===== src/strap_pkg.sv =====
// ============================================================
// strap sampler shared definitions
package strap_pkg;

    // ============================================================
    // register map: printed offset 0x56 is not word aligned, so all
    // offsets are indices and the byte address is four times the index
    localparam int ADDR_W = 12;
    localparam logic [9:0] IDX_STRAP = 10'h000;
    localparam logic [9:0] IDX_SPEED = 10'h001;
    localparam logic [9:0] IDX_RMII = 10'h056;
    localparam int RMII_INT_BIT = 7;
    localparam int GIG_BIT = 0;
    localparam int RUN_BIT = 8;
    localparam int CNT_LSB = 16;

    // ============================================================
    // clocks: apb clock and those named by the straps (MHz)
    localparam int PCLK_MHZ = 40;
    localparam int REFCLK_OUT_MHZ = 25;
    localparam int RMII_CLK_MHZ = 50;

    // ============================================================
    // strap pins, one bit per pin
    typedef struct packed {
        logic serial_out_bus_select_strap;
        logic pll_source_strap;
        logic uplink_gigabit_strap;
        logic [1:0] uplink_interface_type_strap;
        logic uplink_role_strap;
        logic refclk_enable_strap;
    } strap_t;

    // internal pull levels: all pulled up except the serial bus select
    localparam strap_t STRAP_DEFAULT = 7'h3F;

    localparam logic [1:0] IF_MII = 2'h0;
    localparam logic [1:0] IF_RMII = 2'h1;
    localparam logic [1:0] IF_RSVD = 2'h2;
    localparam logic [1:0] IF_RGMII = 2'h3;

    // ============================================================
    // decoded configuration
    typedef struct packed {
        logic refclk_out_en;
        logic if_mii;
        logic if_rmii;
        logic if_rgmii;
        logic if_reserved;
        logic mii_mac;
        logic rmii_clk_out;
        logic rmii_ref_in;
        logic gigabit;
        logic pll_ref_ext;
        logic mdio_mode;
        logic synth_en;
    } cfg_t;

    localparam cfg_t CFG_RESET = 12'h000;

    typedef enum logic [1:0] {
        ST_SAMPLE = 2'h1,
        ST_RUN = 2'h2
    } state_t;

    function automatic logic iftype_is(input strap_t s, input logic [1:0] code);
        iftype_is = (s.uplink_interface_type_strap == code);
    endfunction : iftype_is

endpackage : strap_pkg


===== src/strap_decode.sv =====
`timescale 1ns/10ps
// ============================================================
// strap decoder: turns held strap levels into mode controls
module strap_decode (
    // clock and reset
    input wire logic pclk,
    input wire logic presetn,
    // held settings
    input wire logic running,
    input strap_pkg::strap_t straps,
    input wire logic rmii_int,
    input wire logic gig_sel,
    // decoded modes
    output strap_pkg::cfg_t cfg
);

    strap_pkg::cfg_t cfg_q;
    strap_pkg::cfg_t cfg_d;
    logic rmii;

    always_comb begin
        rmii = strap_pkg::iftype_is(straps, strap_pkg::IF_RMII);
        cfg_d = strap_pkg::CFG_RESET;
        if (running) begin
            cfg_d.refclk_out_en = straps.refclk_enable_strap;
            cfg_d.if_mii = strap_pkg::iftype_is(straps, strap_pkg::IF_MII);
            cfg_d.if_rmii = rmii;
            cfg_d.if_rgmii = strap_pkg::iftype_is(straps, strap_pkg::IF_RGMII);
            cfg_d.if_reserved = strap_pkg::iftype_is(straps, strap_pkg::IF_RSVD);
            // role strap only means MAC versus PHY in MII
            cfg_d.mii_mac = cfg_d.if_mii & straps.uplink_role_strap;
            cfg_d.rmii_clk_out = rmii & rmii_int;
            cfg_d.rmii_ref_in = rmii & ~rmii_int;
            cfg_d.gigabit = cfg_d.if_rgmii & gig_sel;
            cfg_d.pll_ref_ext = rmii & ~rmii_int & ~straps.pll_source_strap;
            cfg_d.mdio_mode = straps.serial_out_bus_select_strap;
            cfg_d.synth_en = 1'b1;
        end
    end

    always_ff @(posedge pclk or negedge presetn) begin
        if (!presetn) begin
            cfg_q <= strap_pkg::CFG_RESET;
        end else begin
            cfg_q <= cfg_d;
        end
    end

    assign cfg = cfg_q;

endmodule : strap_decode


===== src/strap_option_sampler.sv =====
// Function
// - capture straps at end of each reset
// - straps inputs with pulls during reset
// - refclk strap high enables reference output
// - MII role strap selects MAC or PHY
// - RMII role high drives 50MHz clock out
// - RMII role low takes external 50MHz
// - RMII clock source from strap or register
// - interface type 00 MII 01 RMII 11 RGMII
// - RGMII speed strap gigabit, register override
// - PLL source strap picks crystal or external, only in RMII with external 50MHz
// - serial strap low SPI, high MDIO
// - synthesizer runs from selected reference
//
// The register offsets and register access over APB were chosen for this implementation.
`timescale 1ns/10ps
module strap_option_sampler (
    // clock and reset
    input wire logic pclk,
    input wire logic presetn,
    // apb slave
    input wire logic [strap_pkg::ADDR_W-1:0] paddr,
    input wire logic psel,
    input wire logic penable,
    input wire logic pwrite,
    input wire logic [31:0] pwdata,
    output logic [31:0] prdata,
    output logic pready,
    output logic pslverr,
    // warm reset request, level
    input wire logic warm_reset_req,
    // strap pins
    input strap_pkg::strap_t strap_in,
    output strap_pkg::strap_t strap_out,
    output strap_pkg::strap_t strap_oe,
    output logic pull_en,
    // normal pin function (led and serial output logic)
    input strap_pkg::strap_t func_out,
    input strap_pkg::strap_t func_oe,
    // decoded configuration
    output strap_pkg::cfg_t cfg,
    output logic running
);

    // ============================================================
    // declarations
    strap_pkg::state_t state_q;
    strap_pkg::state_t state_d;
    strap_pkg::strap_t straps_q;
    strap_pkg::strap_t strap_out_q;
    strap_pkg::strap_t strap_oe_q;
    logic pull_en_q;
    logic running_q;
    logic capture;
    logic rmii_int_q;
    logic gig_q;
    logic [7:0] cnt_q;
    logic [31:0] prdata_q;
    logic pready_q;
    logic pslverr_q;
    logic setup;
    logic wr_en;
    logic [9:0] idx;

    // word index of a byte address
    function automatic logic [9:0] word_index(input logic [strap_pkg::ADDR_W-1:0] a);
        word_index = a[strap_pkg::ADDR_W-1:2];
    endfunction : word_index

    function automatic logic reg_hit(input logic [9:0] i);
        reg_hit = (i == strap_pkg::IDX_STRAP) || (i == strap_pkg::IDX_SPEED)
            || (i == strap_pkg::IDX_RMII);
    endfunction : reg_hit

    // ============================================================
    // reset sequencer
    // a warm reset sends the block back to sampling; levels are taken
    // at the first edge where no reset is pending
    assign capture = (state_q == strap_pkg::ST_SAMPLE) && !warm_reset_req;

    always_comb begin
        state_d = state_q;
        unique case (state_q)
            strap_pkg::ST_SAMPLE: begin
                if (!warm_reset_req) begin
                    state_d = strap_pkg::ST_RUN;
                end
            end
            strap_pkg::ST_RUN: begin
                if (warm_reset_req) begin
                    state_d = strap_pkg::ST_SAMPLE;
                end
            end
        endcase
    end

    always_ff @(posedge pclk or negedge presetn) begin
        if (!presetn) begin
            state_q <= strap_pkg::ST_SAMPLE;
        end else begin
            state_q <= state_d;
        end
    end

    always_ff @(posedge pclk or negedge presetn) begin
        if (!presetn) begin
            running_q <= 1'b0;
        end else begin
            running_q <= (state_d == strap_pkg::ST_RUN);
        end
    end

    // ============================================================
    // strap capture
    // reset loads the pull levels; the real pin levels are taken by the
    // clocked capture after release, never through the async branch
    always_ff @(posedge pclk or negedge presetn) begin
        if (!presetn) begin
            straps_q <= strap_pkg::STRAP_DEFAULT;
        end else if (capture) begin
            straps_q <= strap_in;
        end
    end

    always_ff @(posedge pclk or negedge presetn) begin
        if (!presetn) begin
            cnt_q <= 8'h00;
        end else if (capture) begin
            cnt_q <= cnt_q + 8'h01;
        end
    end

    // ============================================================
    // pin direction
    // pins stay inputs through the capture edge so the sampled level is
    // the board resistor's, not our own drive
    always_ff @(posedge pclk or negedge presetn) begin
        if (!presetn) begin
            pull_en_q <= 1'b1;
            strap_oe_q <= 7'h00;
        end else begin
            pull_en_q <= (state_d == strap_pkg::ST_SAMPLE);
            if (state_d == strap_pkg::ST_RUN) begin
                strap_oe_q <= func_oe;
            end else begin
                strap_oe_q <= 7'h00;
            end
        end
    end

    // later pin activity reaches only these flops, never straps_q
    always_ff @(posedge pclk or negedge presetn) begin
        if (!presetn) begin
            strap_out_q <= 7'h00;
        end else if (state_d == strap_pkg::ST_RUN) begin
            strap_out_q <= func_out;
        end else begin
            strap_out_q <= 7'h00;
        end
    end

    // ============================================================
    // apb slave: answer in the first access cycle
    assign idx = word_index(paddr);
    assign setup = psel && !penable;
    assign wr_en = psel && penable && pready_q && pwrite;

    always_ff @(posedge pclk or negedge presetn) begin
        if (!presetn) begin
            pready_q <= 1'b0;
            pslverr_q <= 1'b0;
        end else begin
            pready_q <= setup;
            // the strap copy is read only, so a write there is an error
            pslverr_q <= setup && (!reg_hit(idx)
                || (pwrite && idx == strap_pkg::IDX_STRAP));
        end
    end

    always_ff @(posedge pclk or negedge presetn) begin
        if (!presetn) begin
            prdata_q <= 32'h0000_0000;
        end else if (setup && !pwrite) begin
            prdata_q <= 32'h0000_0000;
            if (idx == strap_pkg::IDX_STRAP) begin
                prdata_q[6:0] <= straps_q;
                prdata_q[strap_pkg::RUN_BIT] <= running_q;
                prdata_q[strap_pkg::CNT_LSB +: 8] <= cnt_q;
            end else if (idx == strap_pkg::IDX_SPEED) begin
                prdata_q[strap_pkg::GIG_BIT] <= gig_q;
            end else if (idx == strap_pkg::IDX_RMII) begin
                prdata_q[strap_pkg::RMII_INT_BIT] <= rmii_int_q;
            end
        end else if (!psel) begin
            prdata_q <= 32'h0000_0000;
        end
    end

    // ============================================================
    // software overrides
    // a capture in the same cycle as a write wins: a reset outranks software
    always_ff @(posedge pclk or negedge presetn) begin
        if (!presetn) begin
            rmii_int_q <= strap_pkg::STRAP_DEFAULT.uplink_role_strap;
        end else if (capture) begin
            rmii_int_q <= strap_in.uplink_role_strap;
        end else if (wr_en && idx == strap_pkg::IDX_RMII) begin
            rmii_int_q <= pwdata[strap_pkg::RMII_INT_BIT];
        end
    end

    always_ff @(posedge pclk or negedge presetn) begin
        if (!presetn) begin
            gig_q <= strap_pkg::STRAP_DEFAULT.uplink_gigabit_strap;
        end else if (capture) begin
            gig_q <= strap_in.uplink_gigabit_strap;
        end else if (wr_en && idx == strap_pkg::IDX_SPEED) begin
            gig_q <= pwdata[strap_pkg::GIG_BIT];
        end
    end

    // ============================================================
    // mode decoder
    strap_decode u_decode (
        .pclk(pclk),
        .presetn(presetn),
        .running(running_q),
        .straps(straps_q),
        .rmii_int(rmii_int_q),
        .gig_sel(gig_q),
        .cfg(cfg)
    );

    // ============================================================
    // outputs
    assign prdata = prdata_q;
    assign pready = pready_q;
    assign pslverr = pslverr_q;
    assign strap_out = strap_out_q;
    assign strap_oe = strap_oe_q;
    assign pull_en = pull_en_q;
    assign running = running_q;

    // ============================================================
    // checks
    chk_capture_level: assert property (
        @(posedge pclk) disable iff (!presetn)
        (capture && presetn) |=> (straps_q == $past(strap_in)) && running_q)
        else $error("strap levels not captured at reset end");

    chk_warm_resample: assert property (
        @(posedge pclk) disable iff (!presetn)
        (running_q && warm_reset_req) |=> (state_q == strap_pkg::ST_SAMPLE)
            && pull_en_q)
        else $error("warm reset did not return to sampling");

    chk_pins_input: assert property (
        @(posedge pclk) disable iff (!presetn)
        (state_q == strap_pkg::ST_SAMPLE) |-> pull_en_q && (strap_oe_q == 7'h00))
        else $error("strap pin driven during reset");

    chk_pins_output: assert property (
        @(posedge pclk) disable iff (!presetn)
        ##1 (running_q && $past(running_q)) |-> !pull_en_q
            && (strap_oe_q == $past(func_oe)))
        else $error("strap pin not back to output function");

    chk_hold_stable: assert property (
        @(posedge pclk) disable iff (!presetn)
        (state_q == strap_pkg::ST_RUN) |=> $stable(straps_q) || capture)
        else $error("held strap levels changed while running");

    chk_rmii_write: assert property (
        @(posedge pclk) disable iff (!presetn)
        (wr_en && !capture && idx == strap_pkg::IDX_RMII)
            |=> ##1 (cfg.rmii_clk_out == (cfg.if_rmii && $past(pwdata[7], 2))))
        else $error("rmii clock source write not applied");

    chk_speed_write: assert property (
        @(posedge pclk) disable iff (!presetn)
        (wr_en && !capture && running_q && idx == strap_pkg::IDX_SPEED)
            |=> ##1 (cfg.gigabit == (cfg.if_rgmii && $past(pwdata[0], 2))))
        else $error("gigabit override write not applied");

    chk_apb_answer: assert property (
        @(posedge pclk) disable iff (!presetn)
        setup |=> pready_q ##1 !pready_q)
        else $error("apb answer not exactly one access cycle");

    chk_refclk_enable: assert property (
        @(posedge pclk) disable iff (!presetn)
        running_q ##1 running_q |-> cfg.refclk_out_en == straps_q.refclk_enable_strap)
        else $error("reference clock enable not following strap");

    chk_iftype_decode: assert property (
        @(posedge pclk) disable iff (!presetn)
        running_q ##1 running_q |-> $onehot({cfg.if_mii, cfg.if_rmii,
            cfg.if_rgmii, cfg.if_reserved}))
        else $error("interface type decode not one-hot");

    chk_mii_role: assert property (
        @(posedge pclk) disable iff (!presetn)
        cfg.mii_mac |-> cfg.if_mii && straps_q.uplink_role_strap)
        else $error("mac role outside mii or with low strap");

    chk_rmii_clock: assert property (
        @(posedge pclk) disable iff (!presetn)
        cfg.if_rmii |-> (cfg.rmii_clk_out != cfg.rmii_ref_in))
        else $error("rmii clock mode and reference input both or neither");

    chk_pll_source: assert property (
        @(posedge pclk) disable iff (!presetn)
        cfg.pll_ref_ext |-> cfg.rmii_ref_in && !straps_q.pll_source_strap)
        else $error("external pll reference outside rmii normal mode");

    chk_bus_select: assert property (
        @(posedge pclk) disable iff (!presetn)
        running_q ##1 running_q |-> cfg.mdio_mode
            == straps_q.serial_out_bus_select_strap)
        else $error("serial bus type not following strap");

    chk_synth_run: assert property (
        @(posedge pclk) disable iff (!presetn)
        $rose(running_q) |=> cfg.synth_en)
        else $error("clock synthesizer not enabled after capture");

    // sampled presetn keeps the release edge, which still resets, out of the count
    chk_capture_count: assert property (
        @(posedge pclk) disable iff (!presetn)
        (capture && presetn) |=> cnt_q == $past(cnt_q) + 8'h01)
        else $error("capture count did not advance");

    chk_read_strap: assert property (
        @(posedge pclk) disable iff (!presetn)
        (setup && !pwrite && idx == strap_pkg::IDX_STRAP) |=> prdata_q[6:0] == $past(straps_q))
        else $error("strap copy read back wrong");

    chk_strap_refuse: assert property (
        @(posedge pclk) disable iff (!presetn)
        (setup && pwrite && idx == strap_pkg::IDX_STRAP) |=> pready_q && pslverr_q)
        else $error("write to strap copy not refused");

    chk_cfg_cleared: assert property (
        @(posedge pclk) disable iff (!presetn)
        !running_q |=> (cfg == strap_pkg::CFG_RESET))
        else $error("decoded modes not cleared while sampling");

endmodule : strap_option_sampler


===== config.mk =====
export PLATFORM = sky130hd
export DESIGN_NAME = strap_option_sampler
export DESIGN_NICKNAME = d
export VERILOG_FILES = /design/src/strap_pkg.sv /design/src/strap_decode.sv /design/src/strap_option_sampler.sv
export SDC_FILE = /design/constraint.sdc
export NUM_CORES = 1
export LEC_CHECK = 0
export BUFFER_PORTS_ARGS = -buffer_cell sky130_fd_sc_hd__buf_2
export CORE_AREA = 2 2 79 81
export CTS_BUF_LIST = sky130_fd_sc_hd__clkbuf_2
export CTS_CLUSTER_SIZE = 14
export DETAILED_ROUTE_END_ITERATION = 7
export DIE_AREA = 0 0 81 83
export PLACE_DENSITY = 0.8
export SYNTH_ARGS = -nofsm -noshare
export SYNTH_HDL_FRONTEND = slang
export SYNTH_SLANG_ARGS = --single-unit

===== constraint.sdc =====
create_clock -name pclk -period 1.94 [get_ports pclk]
set_input_delay 0.388 -clock pclk [delete_from_list [all_inputs] [get_ports pclk]]
set_output_delay 0.388 -clock pclk [all_outputs]
set_load 0.02 [all_outputs]

After elaboration in Yosys (flattened, before gate mapping)
Cells that the tools add are included.
{"block": "classes", "reduce_logical": 21, "eq_ne": 10, "bitwise_logic": 7, "add_sub_neg": 1, "muxes": 20}
{"op": "2-to-1 mux 32 bit", "n": 2}
{"op": "2-to-1 mux 7 bit", "n": 2}
{"op": "2-to-1 mux 12 bit", "n": 1}
{"op": "equality test 10 x 1 -> 1 bit, second input constant", "n": 1}
{"op": "equality test 10 x 7 -> 1 bit, second input constant", "n": 1}
{"op": "logical AND 1 bit", "n": 10}
{"op": "logical NOT 10 bit", "n": 1}
{"op": "2-to-1 mux 1 bit", "n": 10}
{"op": "adder 8 x 1 -> 8 bit, second input constant", "n": 1}
{"op": "equality test 2 bit, second input constant", "n": 4}
{"op": "2-to-1 mux 8 bit", "n": 1}
{"op": "equality test 2 x 1 -> 1 bit, second input constant", "n": 3}
{"op": "2-to-1 mux 6 bit", "n": 1}
{"op": "AND 1 bit", "n": 5}
{"op": "logical NOT 1 bit", "n": 4}
{"op": "2-to-1 mux 2 bit", "n": 2}
{"op": "one-hot mux 2 bit (2 select lines)", "n": 1}
{"op": "nonzero test 2 bit", "n": 2}
{"op": "logical OR 1 bit", "n": 3}
{"op": "logical NOT 2 bit", "n": 1}
{"op": "inequality test 2 x 1 -> 1 bit, second input constant", "n": 1}
{"op": "inverter 1 bit", "n": 2}
{"block": "word_totals", "reg_bits": 81, "output_inout_bits": 62, "elab_cells": 98, "inputBits": 71}

Longest topological paths before layout
{"block": "logic_depth", "word_depth": 6, "mapped_depth": 5, "ltp_nobuf": 4}

Cells and area by module
From an unflattened synthesis, not the netlist that was laid out.
{"block": "unflattened", "hier_cells": 197, "hier_area_um2": 2656.3}
{"mod": "strap_option_sampler", "n_inst": 1, "area_per_inst_um2": 2273.4, "cells_per_inst": 171}
{"mod": "strap_decode", "n_inst": 1, "area_per_inst_um2": 382.9, "cells_per_inst": 26}

Least setup slack after synthesis
Ideal clock, no wire load.
{"block": "synth_path", "path_type": "register to register", "from": "register state_q[0]", "to": "register cnt_q[4]", "stages_incl_launch_ff": 5, "setup_slack_ns": 0.525, "n_path_buf": 1, "t_arrival_ns": 1.291, "period_less_slack_ns": 1.415, "required_ns": 1.816, "cell_sequence": "dfstp_2 > nor3b_4 > buf_6 > nand4_1 > xnor2_1"}
{"block": "synth_via", "elab_chain_cells": 2}
{"item": "start, declared", "line": "strap_option_sampler.sv:47", "rtl": "strap_pkg::state_t state_q;"}
{"item": "start signal, assigned", "line": "strap_option_sampler.sv:99", "rtl": "state_q <= strap_pkg::ST_SAMPLE;"}
{"item": "start signal, assigned", "line": "strap_option_sampler.sv:101", "rtl": "state_q <= state_d;"}
{"item": "equality test 2 x 1 -> 1 bit", "line": "strap_option_sampler.sv:79", "rtl": "assign capture = (state_q == strap_pkg::ST_SAMPLE) && !warm_reset_req;"}
{"item": "logical AND 1 bit", "line": "strap_option_sampler.sv:79"}
{"item": "end signal, assigned", "line": "strap_option_sampler.sv:129", "rtl": "cnt_q <= cnt_q + 8'h01;"}
{"item": "end, declared", "line": "strap_option_sampler.sv:57", "rtl": "logic [7:0] cnt_q;"}
No other way between the ends.
A chain may end at the register's enable or synchronous reset.

Worst setup path after layout
{"block": "layout_path", "from": "register running_q, in the netlist running", "to": "output port running"}
{"item": "start, declared", "line": "strap_option_sampler.sv:53", "rtl": "logic running_q;"}
{"item": "start signal, assigned", "line": "strap_option_sampler.sv:109", "rtl": "running_q <= (state_d == strap_pkg::ST_RUN);"}
{"item": "end, declared", "line": "strap_option_sampler.sv:42", "rtl": "output logic running"}
No word-level cell between the ends.

==> key figures <==
Critical path
  • Worst path max stage delay: 0.55 ns
  • Worst path top cell family by delay: flip-flops
  • Data arrival, critical path: 1.21 ns
  • Crit path buf inv count: 1
  • Crit path launch type: register
  • Worst path cell trace: buf_2
  • WP data required: 1.55 ns
  • WS Path Type: register to output port
  • Critical path's slowest cell: dfrtp_1
  • CP endpoint kind: output port
  • Crit Path Max Fanout: 9

Die
  • Die Ht: 83 um
  • Die X: 81 um
  • Placeable core area: 5820 sq um
  • FP Rows: 28
  • IO Count: 133
  • Die Area: 6720 sq um
  • Starting Density: 45.9%

Logic synthesis
  • Syn Area/Cell: 12.5 sq um
  • Top-area cell type share of the netlist area: 52.5%
  • Post-synthesis adder-cell area fraction: 0.469%
  • Yosys top cell by area: dfrtp_1
  • Simple-Gate Fraction of Synth Area: 19.2%
  • Synth Instances: 214
  • Sequential-to-total area share from yosys stat: 62.4%
  • Post-synth EDFFs: 0
  • Number of synthesized register bits: 66
  • Synth area leaders: dfrtp_1, dfstp_2, a22o_1, nand2_1, buf_4
  • Synth Warn #: 0
  • Synth Area in Compound Gates: 6.19%
  • Largest family of logic cells by synthesized area: simple AND/OR/NAND/NOR gates
  • Async set-reset flop share out of synthesis: 100%
  • Post-Syn Area: 2670 sq um
  • Mux contribution to synthesized area: 2.63%
  • Main flop type after synthesis: dfrtp_1
  • Xor and xnor fraction of the mapped netlist area: 2.63%
  • Yosys cell types: 38

Clock network
  • Max Root-Sink Buffers: 2
  • CTS Hold Bufs: 1
  • H-tree depth: 3
  • CTS tree: yes
  • Number of post-CTS setup repair buffers: 0
  • Clock transition at path regs: 0.17 ns
  • Clock Latency Late Sink: 0.45 ns
  • CTS sink cnt: 66
  • Root buf cell: clkbuf_2
  • CTS buffer count: 9
  • # resized after CTS: 0

Pwr
  • Comb power frac: 15.2%
  • Leakage power: 1.76 nW
  • Clock share of power: 23.2%
  • Switching power total: 0.000795 W
  • Internal Pwr Total: 0.00188 W
  • Sw Ratio: 29.8%
  • Power Density: 828 nW/um^2
  • Sequential Power Share: 61.6%
  • Peak supply drop: 369 uV

Drt
  • Wirelength per Cell: 13.2 um
  • DRC violations left: 0
  • Post-DR vias/cell: 4.91
  • First-pass detailed-route iteration total: 4
  • ANT nets after route: 0
  • DR iter-0 viols: 94
  • Vias: 1915
  • Total wire length: 5160 um

Finish
  • Nets@finish: 382
  • Fin cells: 390
  • Final core area utilization: 55.4%
  • Area growth syn-to-layout: 20.8%
  • Layout cells sized above 1: 38.7%
  • # diodes: 0

Global route
  • Antenna violations before repair: 0
  • First-pass GRT wire length: 8400 um
  • GRT Overall Usage: 16.4%
  • Total gr overflow: 0
  • Vias in the first global route: 1841
  • Pin count of the biggest net entering global routing: 33

Timing
  • Relative slew slack: 60.7%
  • RSZ-0062 raised after global routing: no
  • Slew @ Worst Pin: 0.590 ns
  • Final setup TNS: 0 ns
  • Setup Skew: 0.0206 ns
  • Final Setup Violations: 0
  • Fin crit share: 82.6%
  • Minimum clock period: 1.60 ns
  • Hold Slack: 0.104 ns
  • Max-slew violation count: 0
  • Final hold vios: 0
  • Peak Freq: 624 MHz

Placement
  • Port bufs: 85
  • Cells after DPL: 373
  • Post-DP HPWL: 3850 um
  • Gpl congestion: 0.831

Run status
  • Outcome: finished, final reports clean

Job
  • Max cap viols: 0

Worst hold path
  • Hold crit path type: primary input to register
[area by class of cell]
cell class | instances | area [sq um]
clock buffers | 12 | 60.1
clock inverters | 4 | 18.8
fillers | 546 | 2590
inverters | 2 | 7.51
multi-input cells | 139 | 886
flip-flops and latches | 66 | 1660
well taps | 75 | 93.8
repair buffers | 92 | 493
[through the flow]
stage	worst slack (ns)	power, W	area [sq um]
after floorplan	0.525	0.00192	2720
after global placement	0.421	0.00206	3130
after detailed placement	0.374	0.00208	3130
after CTS	0.294	0.00270	3220
after global routing	0.241	0.00284	3220
final	0.338	0.00267	3220
[worst paths after layout]
check | from | endpoint | slack (ns) | cells after the start
setup / recovery | running | running | 0.34 | 1
hold / removal | strap_in[5] | straps_q[5] | 0.10 | 3
setup reg to reg | state_q[0] | cnt_q[5] | 0.35 | 3
hold reg to reg | straps_q[1] | straps_q[1] | 0.47 | 2
max in group asynchronous | presetn | straps_q[4] | 0.91 | 3
min in group asynchronous | presetn | prdata[2] | 0.37 | 2
[cells in the mapped netlist, types with 5 or more instances]
cell type and n:
and2b_1 6, and2_1 6, nor2_1 6, dfrtp_1 56
nor2b_1 9, xnor2_1 5, mux2i_1 7, nand2_1 33
a22o_1 15, nand4_1 7, dfstp_2 10, buf_4 16
[power by group through the flow]
stage / sequential, W / combinational (W) / clock, W
6_report: 0.00164 / 0.000405 / 0.000620
5_1_grt: 0.00167 / 0.000455 / 0.000711
4_1_cts: 0.00165 / 0.000411 / 0.000647
3_5_place_dp: 0.00167 / 0.000408 / 0
3_3_place_gp: 0.00166 / 0.000397 / 0
2_1_floorplan: 0.00171 / 0.000214 / 0
[metal layers]
metal / share of wire [%] / global-route usage (%) / vias to the layer above / wire length, um
li1: - / - / 895 / -
met1: 41 / 19.8 / 923 / 2130
met2: 48 / 26.7 / 88 / 2500
met3: 9.1 / 5.22 / 9 / 470
met4: 1.2 / 6.78 / 0 / 63
met5: 0 / 0 / - / 0
[placed cells by master (no fill, tap or decap), types with 2 or more instances in the layout]
master    Yosys  layout
a22o_1       15      15
and2_1        6       6
and2b_1       6       6
and3_1        2       2
and3b_1       2       2
and4_1        2       2
buf_2         1      85
buf_4        16       5
clkbuf_2      0      12
clkinv_2      0       3
conb_1        1      15
dfrtp_1      56      56
dfstp_2      10      10
mux2i_1       7       7
nand2_1      33      33
nand4_1       7       7
nor2_1        6       6
nor2b_1       9       9
nor3_1        3       3
nor3b_1       3       3
o21a_1        2       2
xnor2_1       5       5
xor2_1        3       3
[state kept, by name, indices dropped and copies added, names as in the netlist]
register	cells
prdata	17
u_decode.cfg	12
cnt_q	8
strap_oe	7
strap_out	7
straps_q	7
state_q	2
gig_q	1
pready	1
pslverr	1
pull_en	1
rmii_int_q	1
running	1
[cells by family after synthesis]
group,count (synthesis)
adder cells (fa/ha/maj),1
buffers and inverters,23
other,1
flip-flops,66
XOR/XNOR,8
multiplexers,7
AO/OA/AOI/OAI,20
AND/OR/NAND/NOR,88
No activity file was read; power rests on OpenSTA's default activity.
